**src/core/sadc_consts.svh**
```systemverilog
// register offsets, field positions, reset values and conversion lengths
`ifndef SADC_CONSTS_SVH
`define SADC_CONSTS_SVH
// register indices, byte address is four times the index
`define SADC_IDX_CTRL1 8'h0E
`define SADC_IDX_CTRL2 8'h0F
`define SADC_IDX_STAT 8'h20
`define SADC_IDX_RESH 8'h21
// first control register fields
`define SADC_START_BIT 7
`define SADC_MODE_MSB 6
`define SADC_MODE_LSB 5
`define SADC_GATE_BIT 4
`define SADC_CHAN_MSB 3
`define SADC_CHAN_LSB 0
// second control register fields
`define SADC_LADDER_BIT 5
`define SADC_ACK_MSB 3
`define SADC_ACK_LSB 1
// status register fields
`define SADC_DONE_BIT 5
`define SADC_BUSY_BIT 4
// reset values
`define SADC_CTRL1_RST 8'h10
`define SADC_CTRL2_RST 8'h00
`define SADC_RES_RST 10'h000
// conversion lengths in high_freq_osc_clock cycles (pclk)
`define SADC_CYC_ACK0 11'h027
`define SADC_CYC_ACK2 11'h04E
`define SADC_CYC_ACK3 11'h09C
`define SADC_CYC_ACK4 11'h138
`define SADC_CYC_ACK5 11'h270
`define SADC_CYC_ACK6 11'h4E0
`endif

```
**src/core/sadc_pkg.sv**
```systemverilog
// types shared by the converter sequencer files
package sadc_pkg;
   typedef enum logic [2:0] {
      SADC_IDLE = 3'b001,
      SADC_LOAD = 3'b010,
      SADC_CONV = 3'b100
   } sadc_state_t;
   typedef enum logic [1:0] {
      SADC_MODE_OFF = 2'b00,
      SADC_MODE_SINGLE = 2'b01,
      SADC_MODE_RSVD = 2'b10,
      SADC_MODE_REPEAT = 2'b11
   } sadc_mode_t;
endpackage

```
**src/core/sadc_if.sv**
```systemverilog
// interfaces between the sequencer and its timer and bus slave
`timescale 1ns/10ps
interface sadc_tmr_if;
   logic load;
   logic clear;
   logic [10:0] len;
   logic expire;
   modport ctl (output load, output clear, output len, input expire);
   modport tmr (input load, input clear, input len, output expire);
endinterface

interface sadc_bus_if;
   logic wr_stb;
   logic rd_stb;
   logic [7:0] idx;
   logic [7:0] wdata;
   logic [7:0] rdata;
   logic hit;
   modport slv (output wr_stb, output rd_stb, output idx, output wdata, input rdata, input hit);
   modport regs (input wr_stb, input rd_stb, input idx, input wdata, output rdata, output hit);
endinterface

```
**src/core/sadc_tmr.sv**
```systemverilog
// conversion length timer: counts cycles from load up to the selected length
`timescale 1ns/10ps
module sadc_tmr (
   input wire logic pclk,
   input wire logic presetn,
   input wire logic pclken,
   sadc_tmr_if.tmr t
);
   logic [10:0] cnt_reg;
   logic run_reg;

   assign t.expire = run_reg && (cnt_reg == t.len);

   always_ff @(posedge pclk or negedge presetn) begin
      if (!presetn) begin
         cnt_reg <= 11'h000;
         run_reg <= 1'b0;
      end else if (pclken) begin
         if (t.clear) begin
            cnt_reg <= 11'h000;
            run_reg <= 1'b0;
         end else if (t.load) begin
            cnt_reg <= 11'h001;
            run_reg <= 1'b1;
         end else if (t.expire) begin
            run_reg <= 1'b0;
         end else if (run_reg) begin
            cnt_reg <= cnt_reg + 11'h001;
         end
      end
   end
endmodule

```
**src/core/sadc_apb.sv**
```systemverilog
// apb slave front end: one wait state, registered read data and error
`timescale 1ns/10ps
module sadc_apb (
   input wire logic pclk,
   input wire logic presetn,
   input wire logic pclken,
   input wire logic psel,
   input wire logic penable,
   input wire logic pwrite,
   input wire logic [11:0] paddr,
   input wire logic [31:0] pwdata,
   output logic [31:0] prdata,
   output logic pready,
   output logic pslverr,
   sadc_bus_if.slv bus
);
   logic ok;
   logic acc;

   assign bus.idx = paddr[9:2];
   assign bus.wdata = pwdata[7:0];
   assign ok = (paddr[1:0] == 2'b00) && (paddr[11:10] == 2'b00) && bus.hit;
   assign acc = psel && penable;
   assign bus.wr_stb = acc && pready && pwrite && ok;
   assign bus.rd_stb = acc && pready && !pwrite && ok;

   always_ff @(posedge pclk or negedge presetn) begin
      if (!presetn) begin
         pready <= 1'b0;
         pslverr <= 1'b0;
         prdata <= 32'h0000_0000;
      end else if (pclken) begin
         pready <= acc && !pready;
         if (acc && !pready) begin
            pslverr <= !ok;
            prdata <= (!pwrite && ok) ? {24'h000000, bus.rdata} : 32'h0000_0000;
         end else begin
            pslverr <= 1'b0;
         end
      end
   end
endmodule

```
**src/core/sadc_top.sv**
```systemverilog
// 10-bit successive-approximation converter sequencer with apb registers
// Function
// conversion time code selects 39 to 1248 cycles; 001 and 111 inhibited
// upper result register holds result bits 9..2, msb in bit 7
// status register holds result bits 1..0 in 7..6, done 5, busy 4
// done flag reads 0 before and during conversion, 1 once stored; in repeat mode it stays 1 during the next conversion
// busy set at conversion start, cleared at end and in standby
// reading the upper result register clears the done flag
// software reads status register before upper result register
// status bits 3..0 are unspecified; here they read zero
// single mode start bit begins one conversion of selected channel
// completion stores result, sets done and pulses interrupt together
// start bit clears itself once its conversion has started
// software must not restart while a conversion is running
// repeat mode start begins conversions, each completion starts the next
// writing mode 00 stops at once and discards the partial result
// new start before read clears done but keeps old result
// software programs both control registers before setting start
// standby aborts, resets both control registers, loses results
// after standby the converter stays idle until a new start
// standby disconnects the reference ladder
// software avoids port activity during conversion
// mode field decodes off, single, reserved, repeat
// channel field selects inputs 0 to 5, other codes reserved
// ladder bit 0 connects only during conversion, 1 always
// count cycles from start to length, then latch the datapath value
// start bit ignored while mode selects disabled, no flag change
`timescale 1ns/10ps
`include "sadc_consts.svh"
module sadc_top
   import sadc_pkg::*;
(
   input wire logic pclk,
   input wire logic presetn,
   input wire logic pclken,
   input wire logic psel,
   input wire logic penable,
   input wire logic pwrite,
   input wire logic [11:0] paddr,
   input wire logic [31:0] pwdata,
   output logic [31:0] prdata,
   output logic pready,
   output logic pslverr,
   input wire logic standby_req,
   input wire logic [9:0] sar_value,
   output logic sar_start,
   output logic [3:0] channel_select_field,
   output logic analog_input_gate,
   output logic ladder_connect_bit,
   output logic conv_done_irq
);
   sadc_tmr_if tif ();
   sadc_bus_if bif ();

   logic [7:0] ctrl1_reg;
   logic [5:0] ctrl2_reg;
   logic conv_start_bit_reg;
   logic conv_done_flag_reg;
   logic conv_busy_flag_reg;
   logic [9:0] result_reg;
   logic [10:0] len_reg;
   logic [10:0] len_next;
   logic ladder_reg;
   logic irq_reg;
   logic sar_start_reg;
   sadc_state_t state_reg;
   sadc_state_t state_next;
   sadc_mode_t mode_cur;
   sadc_mode_t mode_wr;
   logic [2:0] ack_cur;
   logic wr_ctrl1;
   logic wr_ctrl2;
   logic rd_resh;
   logic wr_run_mode;
   logic ack_ok;
   logic abort;
   logic store;
   logic sw_start;

   sadc_apb u_apb (
      .pclk(pclk),
      .presetn(presetn),
      .pclken(pclken),
      .psel(psel),
      .penable(penable),
      .pwrite(pwrite),
      .paddr(paddr),
      .pwdata(pwdata),
      .prdata(prdata),
      .pready(pready),
      .pslverr(pslverr),
      .bus(bif.slv)
   );

   sadc_tmr u_tmr (
      .pclk(pclk),
      .presetn(presetn),
      .pclken(pclken),
      .t(tif.tmr)
   );

   assign mode_cur = sadc_mode_t'(ctrl1_reg[`SADC_MODE_MSB:`SADC_MODE_LSB]);
   assign mode_wr = sadc_mode_t'(bif.wdata[`SADC_MODE_MSB:`SADC_MODE_LSB]);
   assign ack_cur = ctrl2_reg[`SADC_ACK_MSB:`SADC_ACK_LSB];
   assign wr_ctrl1 = bif.wr_stb && (bif.idx == `SADC_IDX_CTRL1) && !standby_req;
   assign wr_ctrl2 = bif.wr_stb && (bif.idx == `SADC_IDX_CTRL2) && !standby_req;
   assign rd_resh = bif.rd_stb && (bif.idx == `SADC_IDX_RESH);
   // mode decode: only single and repeat run the converter
   assign wr_run_mode = (mode_wr == SADC_MODE_SINGLE) || (mode_wr == SADC_MODE_REPEAT);
   // inhibited time codes block the start bit; a repeat mode reload does not check them
   assign ack_ok = (ack_cur != 3'b001) && (ack_cur != 3'b111);
   // mode off or reserved stops at once
   assign abort = standby_req || (wr_ctrl1 && !wr_run_mode);
   // latch the datapath when the length has elapsed
   assign store = (state_reg == SADC_CONV) && tif.expire && !abort;
   assign sw_start = (state_reg == SADC_IDLE) && conv_start_bit_reg && !standby_req;

   assign bif.hit = (bif.idx == `SADC_IDX_CTRL1) || (bif.idx == `SADC_IDX_CTRL2) ||
                    (bif.idx == `SADC_IDX_STAT) || (bif.idx == `SADC_IDX_RESH);

   // read data layout
   always_comb begin
      bif.rdata = 8'h00;
      if (bif.idx == `SADC_IDX_CTRL1) begin
         bif.rdata = {conv_start_bit_reg, ctrl1_reg[6:0]};
      end else if (bif.idx == `SADC_IDX_CTRL2) begin
         bif.rdata = {2'b00, ctrl2_reg};
      end else if (bif.idx == `SADC_IDX_STAT) begin
         bif.rdata = {result_reg[1:0], conv_done_flag_reg, conv_busy_flag_reg, 4'h0};
      end else if (bif.idx == `SADC_IDX_RESH) begin
         bif.rdata = result_reg[9:2];
      end
   end

   // conversion length per time code
   always_comb begin
      unique case (ack_cur)
         3'b000: len_next = `SADC_CYC_ACK0;
         3'b010: len_next = `SADC_CYC_ACK2;
         3'b011: len_next = `SADC_CYC_ACK3;
         3'b100: len_next = `SADC_CYC_ACK4;
         3'b101: len_next = `SADC_CYC_ACK5;
         3'b110: len_next = `SADC_CYC_ACK6;
         default: len_next = `SADC_CYC_ACK6;
      endcase
   end

   // sequencer: repeat mode reloads straight after each store
   always_comb begin
      state_next = state_reg;
      unique case (state_reg)
         SADC_IDLE: begin
            if (sw_start && !abort) begin
               state_next = SADC_LOAD;
            end
         end
         SADC_LOAD: begin
            state_next = abort ? SADC_IDLE : SADC_CONV;
         end
         SADC_CONV: begin
            if (abort) begin
               state_next = SADC_IDLE;
            end else if (tif.expire) begin
               // automatic restart in repeat mode
               state_next = (mode_cur == SADC_MODE_REPEAT) ? SADC_LOAD : SADC_IDLE;
            end
         end
         default: state_next = SADC_IDLE;
      endcase
   end

   assign tif.load = (state_reg == SADC_LOAD) && !abort;
   assign tif.clear = abort;
   assign tif.len = len_reg;

   always_ff @(posedge pclk or negedge presetn) begin
      if (!presetn) begin
         state_reg <= SADC_IDLE;
         len_reg <= `SADC_CYC_ACK6;
      end else if (pclken) begin
         state_reg <= state_next;
         if (state_next == SADC_LOAD) begin
            len_reg <= len_next;
         end
      end
   end

   // control registers return to reset values in standby
   always_ff @(posedge pclk or negedge presetn) begin
      if (!presetn) begin
         ctrl1_reg <= `SADC_CTRL1_RST;
         ctrl2_reg <= 6'(`SADC_CTRL2_RST);
      end else if (pclken) begin
         if (standby_req) begin
            ctrl1_reg <= `SADC_CTRL1_RST;
            ctrl2_reg <= 6'(`SADC_CTRL2_RST);
         end else begin
            if (wr_ctrl1) begin
               ctrl1_reg <= {1'b0, bif.wdata[6:0]};
            end
            if (wr_ctrl2) begin
               ctrl2_reg <= bif.wdata[5:0];
            end
         end
      end
   end

   // start bit: R25 ignored when mode off, R11 self clearing on start
   always_ff @(posedge pclk or negedge presetn) begin
      if (!presetn) begin
         conv_start_bit_reg <= 1'b0;
      end else if (pclken) begin
         if (abort || sw_start) begin
            conv_start_bit_reg <= 1'b0;
         end else if (wr_ctrl1 && bif.wdata[`SADC_START_BIT] && wr_run_mode && ack_ok &&
                      (state_reg == SADC_IDLE)) begin
            // accepted start
            conv_start_bit_reg <= 1'b1;
         end
      end
   end

   // busy flag follows the sequencer
   always_ff @(posedge pclk or negedge presetn) begin
      if (!presetn) begin
         conv_busy_flag_reg <= 1'b0;
      end else if (pclken) begin
         conv_busy_flag_reg <= (state_next != SADC_IDLE);
      end
   end

   // done flag, a store wins over a clearing read
   always_ff @(posedge pclk or negedge presetn) begin
      if (!presetn) begin
         conv_done_flag_reg <= 1'b0;
      end else if (pclken) begin
         if (standby_req) begin
            conv_done_flag_reg <= 1'b0;
         end else if (store) begin
            conv_done_flag_reg <= 1'b1;
         end else if (rd_resh || sw_start) begin
            conv_done_flag_reg <= 1'b0;
         end
      end
   end

   // result, done and interrupt in the same step; R17 results lost
   always_ff @(posedge pclk or negedge presetn) begin
      if (!presetn) begin
         result_reg <= `SADC_RES_RST;
         irq_reg <= 1'b0;
      end else if (pclken) begin
         irq_reg <= store;
         if (standby_req) begin
            result_reg <= `SADC_RES_RST;
         end else if (store) begin
            result_reg <= sar_value;
         end
      end
   end

   // ladder connection
   always_ff @(posedge pclk or negedge presetn) begin
      if (!presetn) begin
         ladder_reg <= 1'b0;
         sar_start_reg <= 1'b0;
      end else if (pclken) begin
         ladder_reg <= !standby_req &&
                       (ctrl2_reg[`SADC_LADDER_BIT] || (state_next != SADC_IDLE));
         sar_start_reg <= tif.load;
      end
   end

   // channel field drives input selector
   assign channel_select_field = ctrl1_reg[`SADC_CHAN_MSB:`SADC_CHAN_LSB];
   assign analog_input_gate = ctrl1_reg[`SADC_GATE_BIT];
   assign ladder_connect_bit = ladder_reg;
   assign conv_done_irq = irq_reg;
   assign sar_start = sar_start_reg;

   // helper count of enabled cycles since the conversion was loaded
   logic [10:0] age_cnt;
   always_ff @(posedge pclk or negedge presetn) begin
      if (!presetn) begin
         age_cnt <= 11'h000;
      end else if (pclken) begin
         age_cnt <= (state_reg == SADC_LOAD) ? 11'h001 : age_cnt + 11'h001;
      end
   end
endmodule

```
**config.mk**
```make
export PLATFORM = sky130hd
export DESIGN_NAME = sadc_top
export DESIGN_NICKNAME = d
export VERILOG_FILES = /design/src/core/sadc_pkg.sv /design/src/core/sadc_if.sv /design/src/core/sadc_tmr.sv /design/src/core/sadc_apb.sv /design/src/core/sadc_top.sv
export VERILOG_INCLUDE_DIRS = /design/src /design/src/core
export SDC_FILE = /design/constraint.sdc
export NUM_CORES = 1
export LEC_CHECK = 0
export BUFFER_PORTS_ARGS = -buffer_cell sky130_fd_sc_hd__buf_2
export CORE_MARGIN = 1
export CORE_UTILIZATION = 53
export DETAILED_ROUTE_END_ITERATION = 12
export PLACE_DENSITY = 0.85
export SETUP_SLACK_MARGIN = 0.5
export SLEW_MARGIN = 30
export SYNTH_ARGS = -nofsm -noshare
export SYNTH_HDL_FRONTEND = slang
export SYNTH_SLANG_ARGS = --single-unit
```
**constraint.sdc**
```tcl
create_clock -name pclk -period 2.5 [get_ports pclk]
set_input_delay 0.5 -clock pclk [delete_from_list [all_inputs] [get_ports pclk]]
set_output_delay 0.5 -clock pclk [all_outputs]
set_load 0.01 [all_outputs]
```
# Yosys cells after proc, flatten, opt, wreduce, memory -nomap -nowiden
# Cells that the tools add are included.
# op_classes
n_shift	0
magnitude_cmp	0
mux	31
div	0
addsub	1
multipliers	0
bitwise_logic	0
n_eq_ne	20
reduce_logical	62
# ops
operator	count
11-bit case mux with 5 select lines	1
11-bit two-way mux	4
8-bit two-way mux	5
1-bit logical AND	29
10-bit two-way mux	2
8-bit by 4-bit == test with 1-bit output, second input constant	2
8-bit by 6-bit == test with 1-bit output, second input constant	2
2-bit AND reduction	8
7-bit two-way mux	2
3-bit by 2-bit == test with 1-bit output, second input constant	4
3-bit two-way mux	4
6-bit two-way mux	2
11-bit by 1-bit adder with 11-bit output, second input constant	1
11-bit == test	1
3-bit == test, second input constant	3
1-bit two-way mux	9
3-bit case mux with 3 select lines	1
3-bit nonzero test	3
1-bit logical OR	8
2-bit nonzero test	4
1-bit zero test	6
3-bit by 1-bit != test with 1-bit output, second input constant	2
2-bit == test, second input constant	2
2-bit zero test	2
7 further kinds	7
# word_totals
memories	0
word_cells	130
input_bits	61
latch_bits	0
mem_bits_ro	0
mem_bits_rw	0
output_inout_bits	42
reg_bits	89

# Logic depth before layout (Yosys ltp)
# Gate-level depths: netlist of run 1.
# depth
ltp_word	17
ltp_mapped	8
ltp_nobuf	6

# Cells and area by module
# A second synthesis of run 1 with hierarchy kept.
# unflattened
hier_cells	422
area_unflattened_um2	4088.9
# modules_own_cells
module	cells_per_inst	area_each_um2	n_inst
sadc_top	233	2401.1	1
sadc_tmr	100	914.6	1
sadc_apb	89	773.2	1

# Least setup slack after synthesis of run 1
# OpenSTA, ideal clock, no wires.
# synth_timing
path_type	input port to flip-flop
startpoint	input paddr[1]
endpoint	register len_reg[2]
slack_ns	0.621
setup_time_ns	0.125
t_arrival_ns	1.754
path_buffers	1
stages	6
cell_sequence	nor4_4 > and4_4 > a21oi_2 > o211ai_2 > buf_6 > mux2_4
# synth_via
elab_chain_cells	14
word_cells_on_any_way	16
classes_between	1 x eq/ne; 4 x mux; 11 x reduce/logical
# synth_lines
element	line_no	rtl
from (decl)	sadc_top.sv:39	input wire logic [11:0] paddr,
2-bit zero test (*)	sadc_apb.sv:22	assign ok = (paddr[1:0] == 2'b00) && (paddr[11:10] == 2'b00) && bus.hit;
1-bit logical AND (*) (2 in a row)	sadc_apb.sv:22	
1-bit logical AND (*)	sadc_apb.sv:24	assign bus.wr_stb = acc && pready && pwrite && ok;
1-bit logical AND (*) (2 in a row)	sadc_top.sv:105	assign wr_ctrl1 = bif.wr_stb && (bif.idx == `SADC_IDX_CTRL1) && !standby_req;
1-bit logical AND (*)	sadc_top.sv:113	assign abort = standby_req || (wr_ctrl1 && !wr_run_mode);
1-bit logical OR (*)	sadc_top.sv:113	
1-bit zero test	sadc_top.sv:153	if (sw_start && !abort) begin
1-bit logical AND	sadc_top.sv:153	
3-bit two-way mux	sadc_top.sv:153	
3-bit case mux with 3 select lines (*)	sadc_top.sv:151	unique case (state_reg)
3-bit by 2-bit == test with 1-bit output (*)	sadc_top.sv:182	if (state_next == SADC_LOAD) begin
2-bit AND reduction (no source line) (*)	-	
to (signal assigned)	sadc_top.sv:179	len_reg <= `SADC_CYC_ACK6;
to (signal assigned)	sadc_top.sv:183	len_reg <= len_next;
to (decl)	sadc_top.sv:61	logic [10:0] len_reg;
# Every way passes the cells marked *; elsewhere a longest branch is shown, timed or not.
# A chain may end at the register's enable or synchronous reset.

# Final worst setup path of run 1
# layout_timing
startpoint	register state_reg[0]
endpoint	register len_reg[1]
# layout_via
elab_chain_cells	8
word_cells_on_any_way	12
classes_between	4 x eq/ne; 4 x mux; 4 x reduce/logical
# layout_lines
element	line_no	rtl
from (decl)	sadc_top.sv:66	sadc_state_t state_reg;
from (signal assigned)	sadc_top.sv:181	state_reg <= state_next;
3-bit by 1-bit == test with 1-bit output	sadc_top.sv:116, sadc_top.sv:151	
1-bit logical AND (2 in a row)	sadc_top.sv:116	assign sw_start = (state_reg == SADC_IDLE) && conv_start_bit_reg && !standby_req;
1-bit logical AND	sadc_top.sv:153	
3-bit two-way mux	sadc_top.sv:153	
3-bit case mux with 3 select lines (*)	sadc_top.sv:151	
3-bit by 2-bit == test with 1-bit output (*)	sadc_top.sv:182	
2-bit AND reduction (no source line) (*)	-	
# Marks and branches as above.

==> results of run 1 <==
-- per-layer routing --
metal	GRT usage	up-vias	part of all wire
li1	-	1480	-
met1	0.299	1555	0.43
met2	0.404	109	0.51
met3	0.0688	13	0.051
met4	0.0835	0	0.012
met5	0	-	0
-- critical path, delay by kind of cell, from the launching register on --
kind | cells | cell delay, ns
AOI/OAI and AO/OA | 1 | 0.46
muxes | 1 | 0.40
DFF | 1 | 0.58
and+or+nand+nor | 3 | 0.48
-- layout make-up --
| type | count | area (um2) | area share |
|---|---|---|---|
| clock buffer | 9 | 124 | 0.0277 |
| sequential | 65 | 1630 | 0.365 |
| clock inverter | 7 | 71.3 | 0.0159 |
| tap | 96 | 120 | 0.0268 |
| multi-input combinational | 279 | 2010 | 0.449 |
| inverter | 30 | 113 | 0.0251 |
| timing repair buffer | 70 | 407 | 0.0908 |
-- Yosys cell counts, drive strengths merged (7+ instances only) --
library cell,n
xnor2,12
nor4,7
nand3,14
buf,35
inv,30
dfrtp,59
nand2,46
nor2,14
a21oi,13
o21ai,25
o31ai,7
mux2i,14
mux2,14
clkbuf,11
-- how the worst max path moves through the flow --
stage / start / endpoint / slack [ns]
2_1_floorplan: paddr[1] / len_reg[2]$_DFFE_PN0P_ / 0.62
3_3_place_gp: psel / len_reg[9]$_DFFE_PN0P_ / 0.25
3_5_place_dp: psel / len_reg[8]$_DFFE_PN0P_ / 0.18
4_1_cts: state_reg[0]$_DFFE_PN1P_ / len_reg[1]$_DFFE_PN0P_ / 0.48
5_1_grt: u_tmr.cnt_reg[0]$_DFFE_PN0P_ / len_reg[8]$_DFFE_PN0P_ / 0.37
6_report: state_reg[0]$_DFFE_PN1P_ / len_reg[1]$_DFFE_PN0P_ / 0.47
-- placed cells by master (no fill, tap or decap), types with 4 or more instances in the layout --
| cell type | Yosys | final |
|---|---|---|
| a21oi_1 | 12 | 12 |
| a22o_1 | 6 | 6 |
| a31oi_1 | 5 | 5 |
| buf_2 | 1 | 54 |
| buf_4 | 28 | 14 |
| clkbuf_8 | 0 | 9 |
| conb_1 | 1 | 24 |
| dfrtp_1 | 59 | 59 |
| dfstp_2 | 6 | 6 |
| inv_1 | 30 | 30 |
| mux2_2 | 5 | 5 |
| mux2_4 | 9 | 9 |
| mux2i_1 | 14 | 14 |
| nand2_1 | 46 | 46 |
| nand2b_1 | 6 | 6 |
| nand3_1 | 13 | 13 |
| nand3b_1 | 4 | 4 |
| nor2_1 | 13 | 13 |
| nor3_1 | 5 | 4 |
| nor4_4 | 3 | 4 |
| o21a_1 | 5 | 5 |
| o21ai_0 | 25 | 25 |
| o31ai_1 | 6 | 6 |
| or3_1 | 4 | 4 |
| xnor2_1 | 9 | 5 |
| xnor2_2 | 3 | 7 |
-- timing repair --
item                       CTS  global route
gates resized for setup      2            12
hold buffers                 0             0
pin swaps                    2             2
setup endpoints to repair   16            43
cloned                       0             0
buffers inserted             4             1
-- power by group --
group / total (mW) / internal (mW) / switching [mW] / leakage [nW]
combinational: 0.274 / 0.102 / 0.172 / 1.08
clock: 0.882 / 0.457 / 0.424 / 0.0912
sequential: 1.12 / 1.08 / 0.0383 / 0.870
total: 2.27 / 1.64 / 0.635 / 2.04
-- per-stage QoR --
step           instances  hold WS [ns]
2_1_floorplan        420         0.204
3_3_place_gp         535         0.456
3_5_place_dp         535         0.469
4_1_cts              555         0.199
5_1_grt              556         0.211
6_report             556         0.174
-- kinds of logic after synthesis --
family	synth area share
AO/OA/AOI/OAI	0.165
XOR/XNOR	0.0327
adder cells (fa/ha/maj)	0.00321
buffers and inverters	0.110
flip-flops	0.419
multiplexers	0.0851
other	0.000962
AND/OR/NAND/NOR	0.184
==> run metrics, run 1 <==
antenna-violating nets left=0; Die X=87.8 um; Final Hold Viols=0; PnR worst setup slack=0.472 ns; max-slew violations=0; Final Setup Violations=0; H-tree depth=3; DRC viols=0; Crit path arrival time=2.26 ns; fill count=552; hold crit path type=primary input to asynchronous set/reset pin; max cap viols=0; CP startpoint kind=flop; Clock Tree Root=clkbuf_8; Tot GR Track Use=0.241; cell chain of the critical path=and4bb_2 > nand3_1 > nor4_4 > o211ai_4 > mux2_2; dominant synthesized flop cell=dfrtp_1; worst vdd ir=325 uV; final setup TNS=0 ns; CTS max path bufs=2; #FFs+latches synth=65; Mapped Cells=397; Tot Pwr=2.27 mW; Clock transition at path regs=0.07 ns; first-pass GRT wire length=14100 um; FFs w/ async S/R, synth=1.00; CTS Sinks=65; CTS buffer count=9; DR vias/cell=5.68; total congestion overflow=0; Starting DRT DRC Count=220; first drt pass iteration count=4; Yosys warning total=0; critical path type=flop to flop; Area contributors post-synth=dfrtp_1 (38%), buf_4 (5.4%), nand2_1 (4.4%), dfstp_2 (4.0%), mux2i_1 (3.6%); Leakage=2.04 nW; Worst Tran Pin Value=0.640 ns; R2R Path End=len_reg[1]$_DFFE_PN0P_; max frequency=493 MHz; reg2reg path depth=5; Die Y=87.8 um; CP Data Required Time=2.73 ns; Slew headroom=0.573; Final period util=0.811; Syn Area/Cell=9.82 um2; Post-DP HPWL=6200 um; row cnt=30; DR WL/cell=16.0 um; RSZ-0062 raised after global routing=yes; share of post-route cells with drive strength above 1=0.285; R2R setup slack=0.47 ns; pre-CTS setup slack=0.184 ns; Worst Skew=0.00599 ns; Crit path largest cell delay=0.58 ns; Seq/Total Area, Yosys=0.419; Layout Utilization=0.645; I/O pin count=103; placed cell area=0.00415 mm2; Final GP Congestion=0.857; Initial Util=0.561; crit path capture type=flop; vias in the first global route=2968; status=finished clean; leading area contributor after synthesis=dfrtp_1; number of flops mapped to enable cells by yosys=0; Netlist cell types=69; DR vias=3157; Clk Latency, worst-skew pair=0.34 ns; PwrDens=507 mW/mm2; antenna fix cells=0; Worst R2R Start=state_reg[0]$_DFFE_PN1P_; I/O Buffers=54; largest net degree at the start of global routing=40; Synth top area share=0.379; CTS tree=yes; nets@finish=517; core area=0.00694 mm2; critical path peak fanout=12; Layout area overhead=14.9%; design area=0.00448 mm2; DRT Wirelength=8880 um; initial antenna violation count=0; synthesized area=0.00390 mm2; Die ar.=0.00770 mm2; Slowest cell on crit path=dfstp_2; Period minus WS final=2.03 ns
No activity file was read; power rests on OpenSTA's default activity.
==> inputs of run 2 (changes only) <==
- clock period: 2.5 -> 2 ns (I/O delays scaled with it)
==> run 2 against run 1 <==
Compared with the run above:
- first-iteration DRC count increased by 1.8%
- critical endpoint is now u_tmr.cnt_reg[7]$_DFFE_PN0P_
- die area unchanged
- maximum frequency is 4.6% higher
==> run metrics, run 2 (synthesized netlist as in run 1, its figures left out) <==
nets@finish=560 (+8.3%); Layout area overhead=30.1%; CTS tree=yes; Final Setup Violations=0 (unchanged); PwrDens=555 mW/mm2 (+9.4%); Final Hold Viols=0 (unchanged); vias in the first global route=3127 (+5.4%); Clock Tree Root=clkbuf_8; Die Y=87.8 um (unchanged); I/O pin count=103 (unchanged); CP Launch Point=len_reg[10]$_DFFE_PN1P_; CTS buffer count=9 (unchanged); final setup TNS=0 ns (unchanged); Crit path arrival time=2.17 ns (-0.09 ns); Post-DP HPWL=6520 um (+5.1%); Clock transition at path regs=0.07 ns (about the same); Worst Skew=0.00984 ns (+0.00386 ns); hold crit path type=primary input to asynchronous set/reset pin; R2R Path End=u_tmr.cnt_reg[7]$_DFFE_PN0P_; core area=0.00694 mm2 (unchanged); RSZ-0062 raised after global routing=yes; max-slew violations=0 (unchanged); Final GP Congestion=0.894 (+4.4%); DRC viols=0 (unchanged); status=finished clean; Final period util=0.969 (+0.158); DR vias/cell=5.66 (-0.27%); worst vdd ir=489 uV (+50%); commonest cells after routing, fill and taps aside=dfrtp_1 (58), buf_2 (50), buf_4 (47); Tot Pwr=2.81 mW (+24%); pre-CTS setup slack=-0.0536 ns (-0.238 ns); placed cell count=559 (+4.5%); CTS Sinks=65 (unchanged); Die ar.=0.00770 mm2 (unchanged); max cap viols=0 (unchanged); antenna fix cells=0 (unchanged); reg2reg path depth=8 (+3); critical path peak fanout=8 (-4); hold_buf cts=0 (unchanged); largest net degree at the start of global routing=66 (+65%); DRT Wirelength=10200 um (+15%); Period minus WS final=1.94 ns (-0.0899 ns); DR vias=3392 (+7.4%); PnR worst setup slack=0.0622 ns (-0.410 ns); Clk Latency, worst-skew pair=0.36 ns (+0.02 ns); critical path type=flop to flop; total congestion overflow=0 (unchanged); Tot GR Track Use=0.258 (+0.0171); CP startpoint kind=flop; row cnt=30 (unchanged); H-tree depth=3 (unchanged); commonest non-fill, non-tap cell in the layout=dfrtp_1; Setup crit end=u_tmr.cnt_reg[7]$_DFFE_PN0P_; share of post-route cells with drive strength above 1=0.408 (+0.123); Worst R2R Start=len_reg[10]$_DFFE_PN1P_; initial antenna violation count=0 (unchanged); CTS max path bufs=2 (unchanged); max frequency=516 MHz (+4.6%); R2R setup slack=0.06 ns (-0.41 ns); Initial Util=0.561 (unchanged); antenna-violating nets left=0 (unchanged); CP Data Required Time=2.24 ns (-0.49 ns); crit path capture type=flop; first drt pass iteration count=5 (+1); first-pass GRT wire length=14800 um (+5.3%); Layout Utilization=0.730 (+0.0850); Leakage=2.36 nW (+16%); I/O Buffers=54 (unchanged); DR WL/cell=17.1 um (+7.0%); Starting DRT DRC Count=224 (+1.8%); post-route insts no fill=599 (+7.7%); Die X=87.8 um (unchanged)
[run 2: cell count changes in the layout (fill, tap and decap cells not counted), moves of 3 or more]
| cell | before | now |
|---|---|---|
| buf_4 | 14 | 47 |
| buf_12 | 1 | 4 |
| nand3_1 | 13 | 9 |
| o21ai_0 | 25 | 14 |
| o21ai_1 | 0 | 7 |
| nand3_2 | 1 | 5 |
| buf_2 | 54 | 50 |
| buf_6 | 1 | 10 |
| o21ai_2 | 0 | 4 |
[run 2: per-layer routing]
metal / vias up / routed length (um) / track usage / share of wire
li1: 1565 / - / - / -
met1: 1656 / 3930 / 0.304 / 0.38
met2: 135 / 5350 / 0.448 / 0.52
met3: 36 / 544 / 0.0688 / 0.053
met4: 0 / 418 / 0.104 / 0.041
met5: - / 0 / 0 / 0
[run 2: worst min-delay path by stage]
stage / from / to / slack, ns
2_1_floorplan: presetn / conv_busy_flag_reg$_DFFE_PN0P_ / 0.10
3_3_place_gp: presetn / len_reg[8]$_DFFE_PN0P_ / 0.44
3_5_place_dp: presetn / len_reg[2]$_DFFE_PN0P_ / 0.45
4_1_cts: presetn / u_apb.prdata[0]$_DFFE_PN0P_ / 0.06
5_1_grt: presetn / u_tmr.cnt_reg[8]$_DFFE_PN0P_ / 0.06
6_report: presetn / u_tmr.cnt_reg[8]$_DFFE_PN0P_ / 0.05
[run 2: final cells by class]
cell class,count,area (um2)
Multi-Input combinational cell,279,2180
Fill cell,464,1870
Sequential cell,65,1640
Timing Repair Buffer,113,846
Clock buffer,9,124
Tap cell,96,120
Inverter,30,113
Clock inverter,7,47.5
[run 2: critical path: stages (launching register included)]
cell and delay (ns):
dfstp_2 0.58, xnor2_2 0.14, nand4_4 0.16, buf_6 0.18
o31ai_4 0.29, buf_4 0.18, clkbuf_16 0.14, or4_4 0.11
nand3_2 0.06
[run 2: where the power goes]
part           leakage (nW)  total, mW  switching (mW)  internal [mW]
registers             0.869       1.39          0.0431           1.35
clock network        0.0733      0.986           0.543          0.443
logic                  1.42      0.437           0.258          0.178
[run 2: metrics by stage]
stage / cell area [um2] / hold WS (ns)
final: 5070 / 0.0479
after global routing: 5070 / 0.0648
after CTS: 4740 / 0.0639
after detailed placement: 4420 / 0.446
after global placement: 4420 / 0.444
after floorplan: 4050 / 0.104
[run 2: timing repair]
item / in CTS / in global routing
endpoints found under the setup margin: 52 / 62
cloned: 0 / 2
resized for setup: 14 / 40
pin swaps: 16 / 29
hold endpoints to repair: 0 / 0
buffers inserted: 10 / 12
==> inputs of run 3 (changes only) <==
- CORE_ASPECT_RATIO: not set -> 1.2
==> run 3 against run 2 <==
Compared with the run above:
- the flow now finishes with violations (setup timing)
- maximum frequency shrank 5.8%
- sequential cell count is the same
- final area rose by 4.2%
- global-route usage rose by 3.5 points
==> run metrics, run 3 (synthesized netlist as in run 1, its figures left out) <==
status=finished with violations; failing checks=setup timing; Highest Signal Layer=met4; CTS buffer count=9 (unchanged); PnR worst setup slack=-0.0568 ns (-0.119 ns); CTS max path bufs=2 (unchanged); crit path capture type=flop; FF/Latch Area=0.00164 mm2 (+0.31%); first drt pass iteration count=5 (unchanged); WP buf/inv=2 (-1); Starting DRT DRC Count=364 (+63%); Initial Util=0.559 (-0.00272); first-pass GRT wire length=16800 um (+13%); Period minus WS final=2.06 ns (+0.119 ns); max cap viols=0 (unchanged); fill count=399 (-14%); hold crit path type=primary input to asynchronous set/reset pin; CP startpoint kind=flop; RSZ-0062 raised after global routing=yes; vias in the first global route=3409 (+9.0%); Die X=80.3 um (-8.5%); placed cell area=0.00435 mm2 (-1.6%); Die Y=95.9 um (+9.3%); max frequency=486 MHz (-5.8%); CP Data Required Time=2.25 ns (about the same); Die ar.=0.00770 mm2 (about the same); DR vias/cell=6.18 (+9.1%); CTS Sinks=65 (unchanged); Final Hold Viols=0 (unchanged); Multi-input gate area=0.00231 mm2 (+5.6%); Crit path arrival time=2.31 ns (+0.14 ns); Crit path largest cell delay=0.58 ns (about the same); metal2 WL=6400 um (+20%); DR WL/cell=20.5 um (+20%); antenna-violating nets left=0 (unchanged); reg2reg path depth=7 (-1); Clock Tree Root=clkbuf_8; Final period util=1.03 (+0.0595); DRC viols=0 (unchanged); total congestion overflow=0 (unchanged); Tot Pwr=2.97 mW (+5.7%); Tot GR Track Use=0.293 (+0.0348); Worst R2R Start=len_reg[6]$_DFFE_PN1P_; Leakage=2.48 nW (+4.9%); routed wl met3=821 um (+51%); I/O pin count=103 (unchanged); Final Setup Violations=2 (+2); I/O Buffers=54 (unchanged); critical path peak fanout=6 (-2); design area=0.00528 mm2 (+4.2%); critical path type=flop to flop; family with the most delay on the worst path=simple AND/OR/NAND/NOR gates; nets@finish=565 (+0.89%); cell chain of the critical path=xnor2_2 > nand4_2 > buf_6 > nor3_4 > and4_4 > buf_16 > mux2i_1; DR vias=3676 (+8.4%); Worst Skew=0.0115 ns (+0.00166 ns); Hold WS=0.0423 ns (-0.00562 ns); largest net degree at the start of global routing=66 (unchanged); PwrDens=563 mW/mm2 (+1.5%); hold_buf cts=0 (unchanged); R2R Path End=result_reg[4]$_DFFE_PN0P_; pre-CTS setup slack=-0.0479 ns (+0.00566 ns); max-slew violations=0 (unchanged); Clk Latency, worst-skew pair=0.35 ns (about the same); commonest cells after routing, fill and taps aside=dfrtp_1 (54), buf_2 (49), nand2_1 (42), buf_4 (42), inv_1 (30); H-tree depth=3 (unchanged); Clock transition at path regs=0.08 ns (about the same); commonest non-fill, non-tap cell in the layout=dfrtp_1; Final GP Congestion=0.905 (+1.2%); antenna fix cells=0 (unchanged); row cnt=33 (+10%); DRT Wirelength=12200 um (+19%); initial antenna violation count=0 (unchanged); R2R setup slack=-0.06 ns (-0.12 ns); CTS tree=yes; worst vdd ir=457 uV (-6.5%); Slowest cell on crit path=dfstp_2; Post-DP HPWL=6620 um (+1.5%); Layout area overhead=35.5%; core area=0.00698 mm2 (+0.49%); M1 WL=4300 um (+9.4%); share of post-route cells with drive strength above 1=0.453 (+0.0452)
-- run 3: cell count changes in the layout (fill, tap and decap cells not counted), moves of 3 or more --
cell	change
dfrtp_1	-4
dfrtp_2	+4
o21ai_2	+5
buf_6	+11
o21ai_0	-3
o31ai_1	-3
buf_4	-5
clkinvlp_4	-3
clkbuf_8	+3
o21ai_1	-4
-- run 3: where the power goes --
group          total (mW)  switching, mW  leakage, nW  internal (mW)
clock network        1.10          0.542       0.0919          0.555
logic               0.479          0.284         1.52          0.195
registers            1.40         0.0505        0.863           1.35
-- run 3: final cells by class --
class,count,area share
flip-flops and latches,65,0.311
repair buffers,118,0.174
well taps,87,0.0206
clock inverters,3,0.00450
multi-input cells,279,0.437
clock buffers,13,0.0320
inverters,30,0.0213
-- run 3: worst max path at each step --
stage / from / end / slack (ns) / cells past startpoint
after floorplan: len_reg[7]$_DFFE_PN1P_ / u_tmr.cnt_reg[1]$_DFFE_PN0P_ / 0.17 / 6
after global placement: len_reg[6]$_DFFE_PN1P_ / len_reg[9]$_DFFE_PN0P_ / 0.05 / 6
after detailed placement: len_reg[6]$_DFFE_PN1P_ / len_reg[9]$_DFFE_PN0P_ / -0.05 / 6
after CTS: len_reg[6]$_DFFE_PN1P_ / len_reg[3]$_DFFE_PN0P_ / 0.02 / 6
after global routing: len_reg[8]$_DFFE_PN0P_ / result_reg[0]$_DFFE_PN0P_ / -0.11 / 7
final: len_reg[6]$_DFFE_PN1P_ / result_reg[4]$_DFFE_PN0P_ / -0.06 / 7
-- run 3: stage by stage --
| step | util | instances | setup TNS (ns) |
|---|---|---|---|
| finish | 0.757 | 595 | -0.0783 |
| global route | 0.757 | 595 | -0.231 |
| CTS | 0.702 | 579 | 0 |
| detailed placement | 0.624 | 544 | -0.297 |
| global placement | 0.624 | 544 | 0 |
| floorplan | - | 420 | 0 |
-- run 3: repair_timing --
action	CTS	global route
resized for setup	43	61
setup buffers	17	15
gates cloned	2	1
endpoints found under the setup margin	55	64
pin swaps	37	30
-- run 3: layer usage --
layer,up-vias,global-route usage
met5,-,0
met4,0,0.159
met3,72,0.0588
met2,250,0.504
met1,1778,0.344
li1,1576,-
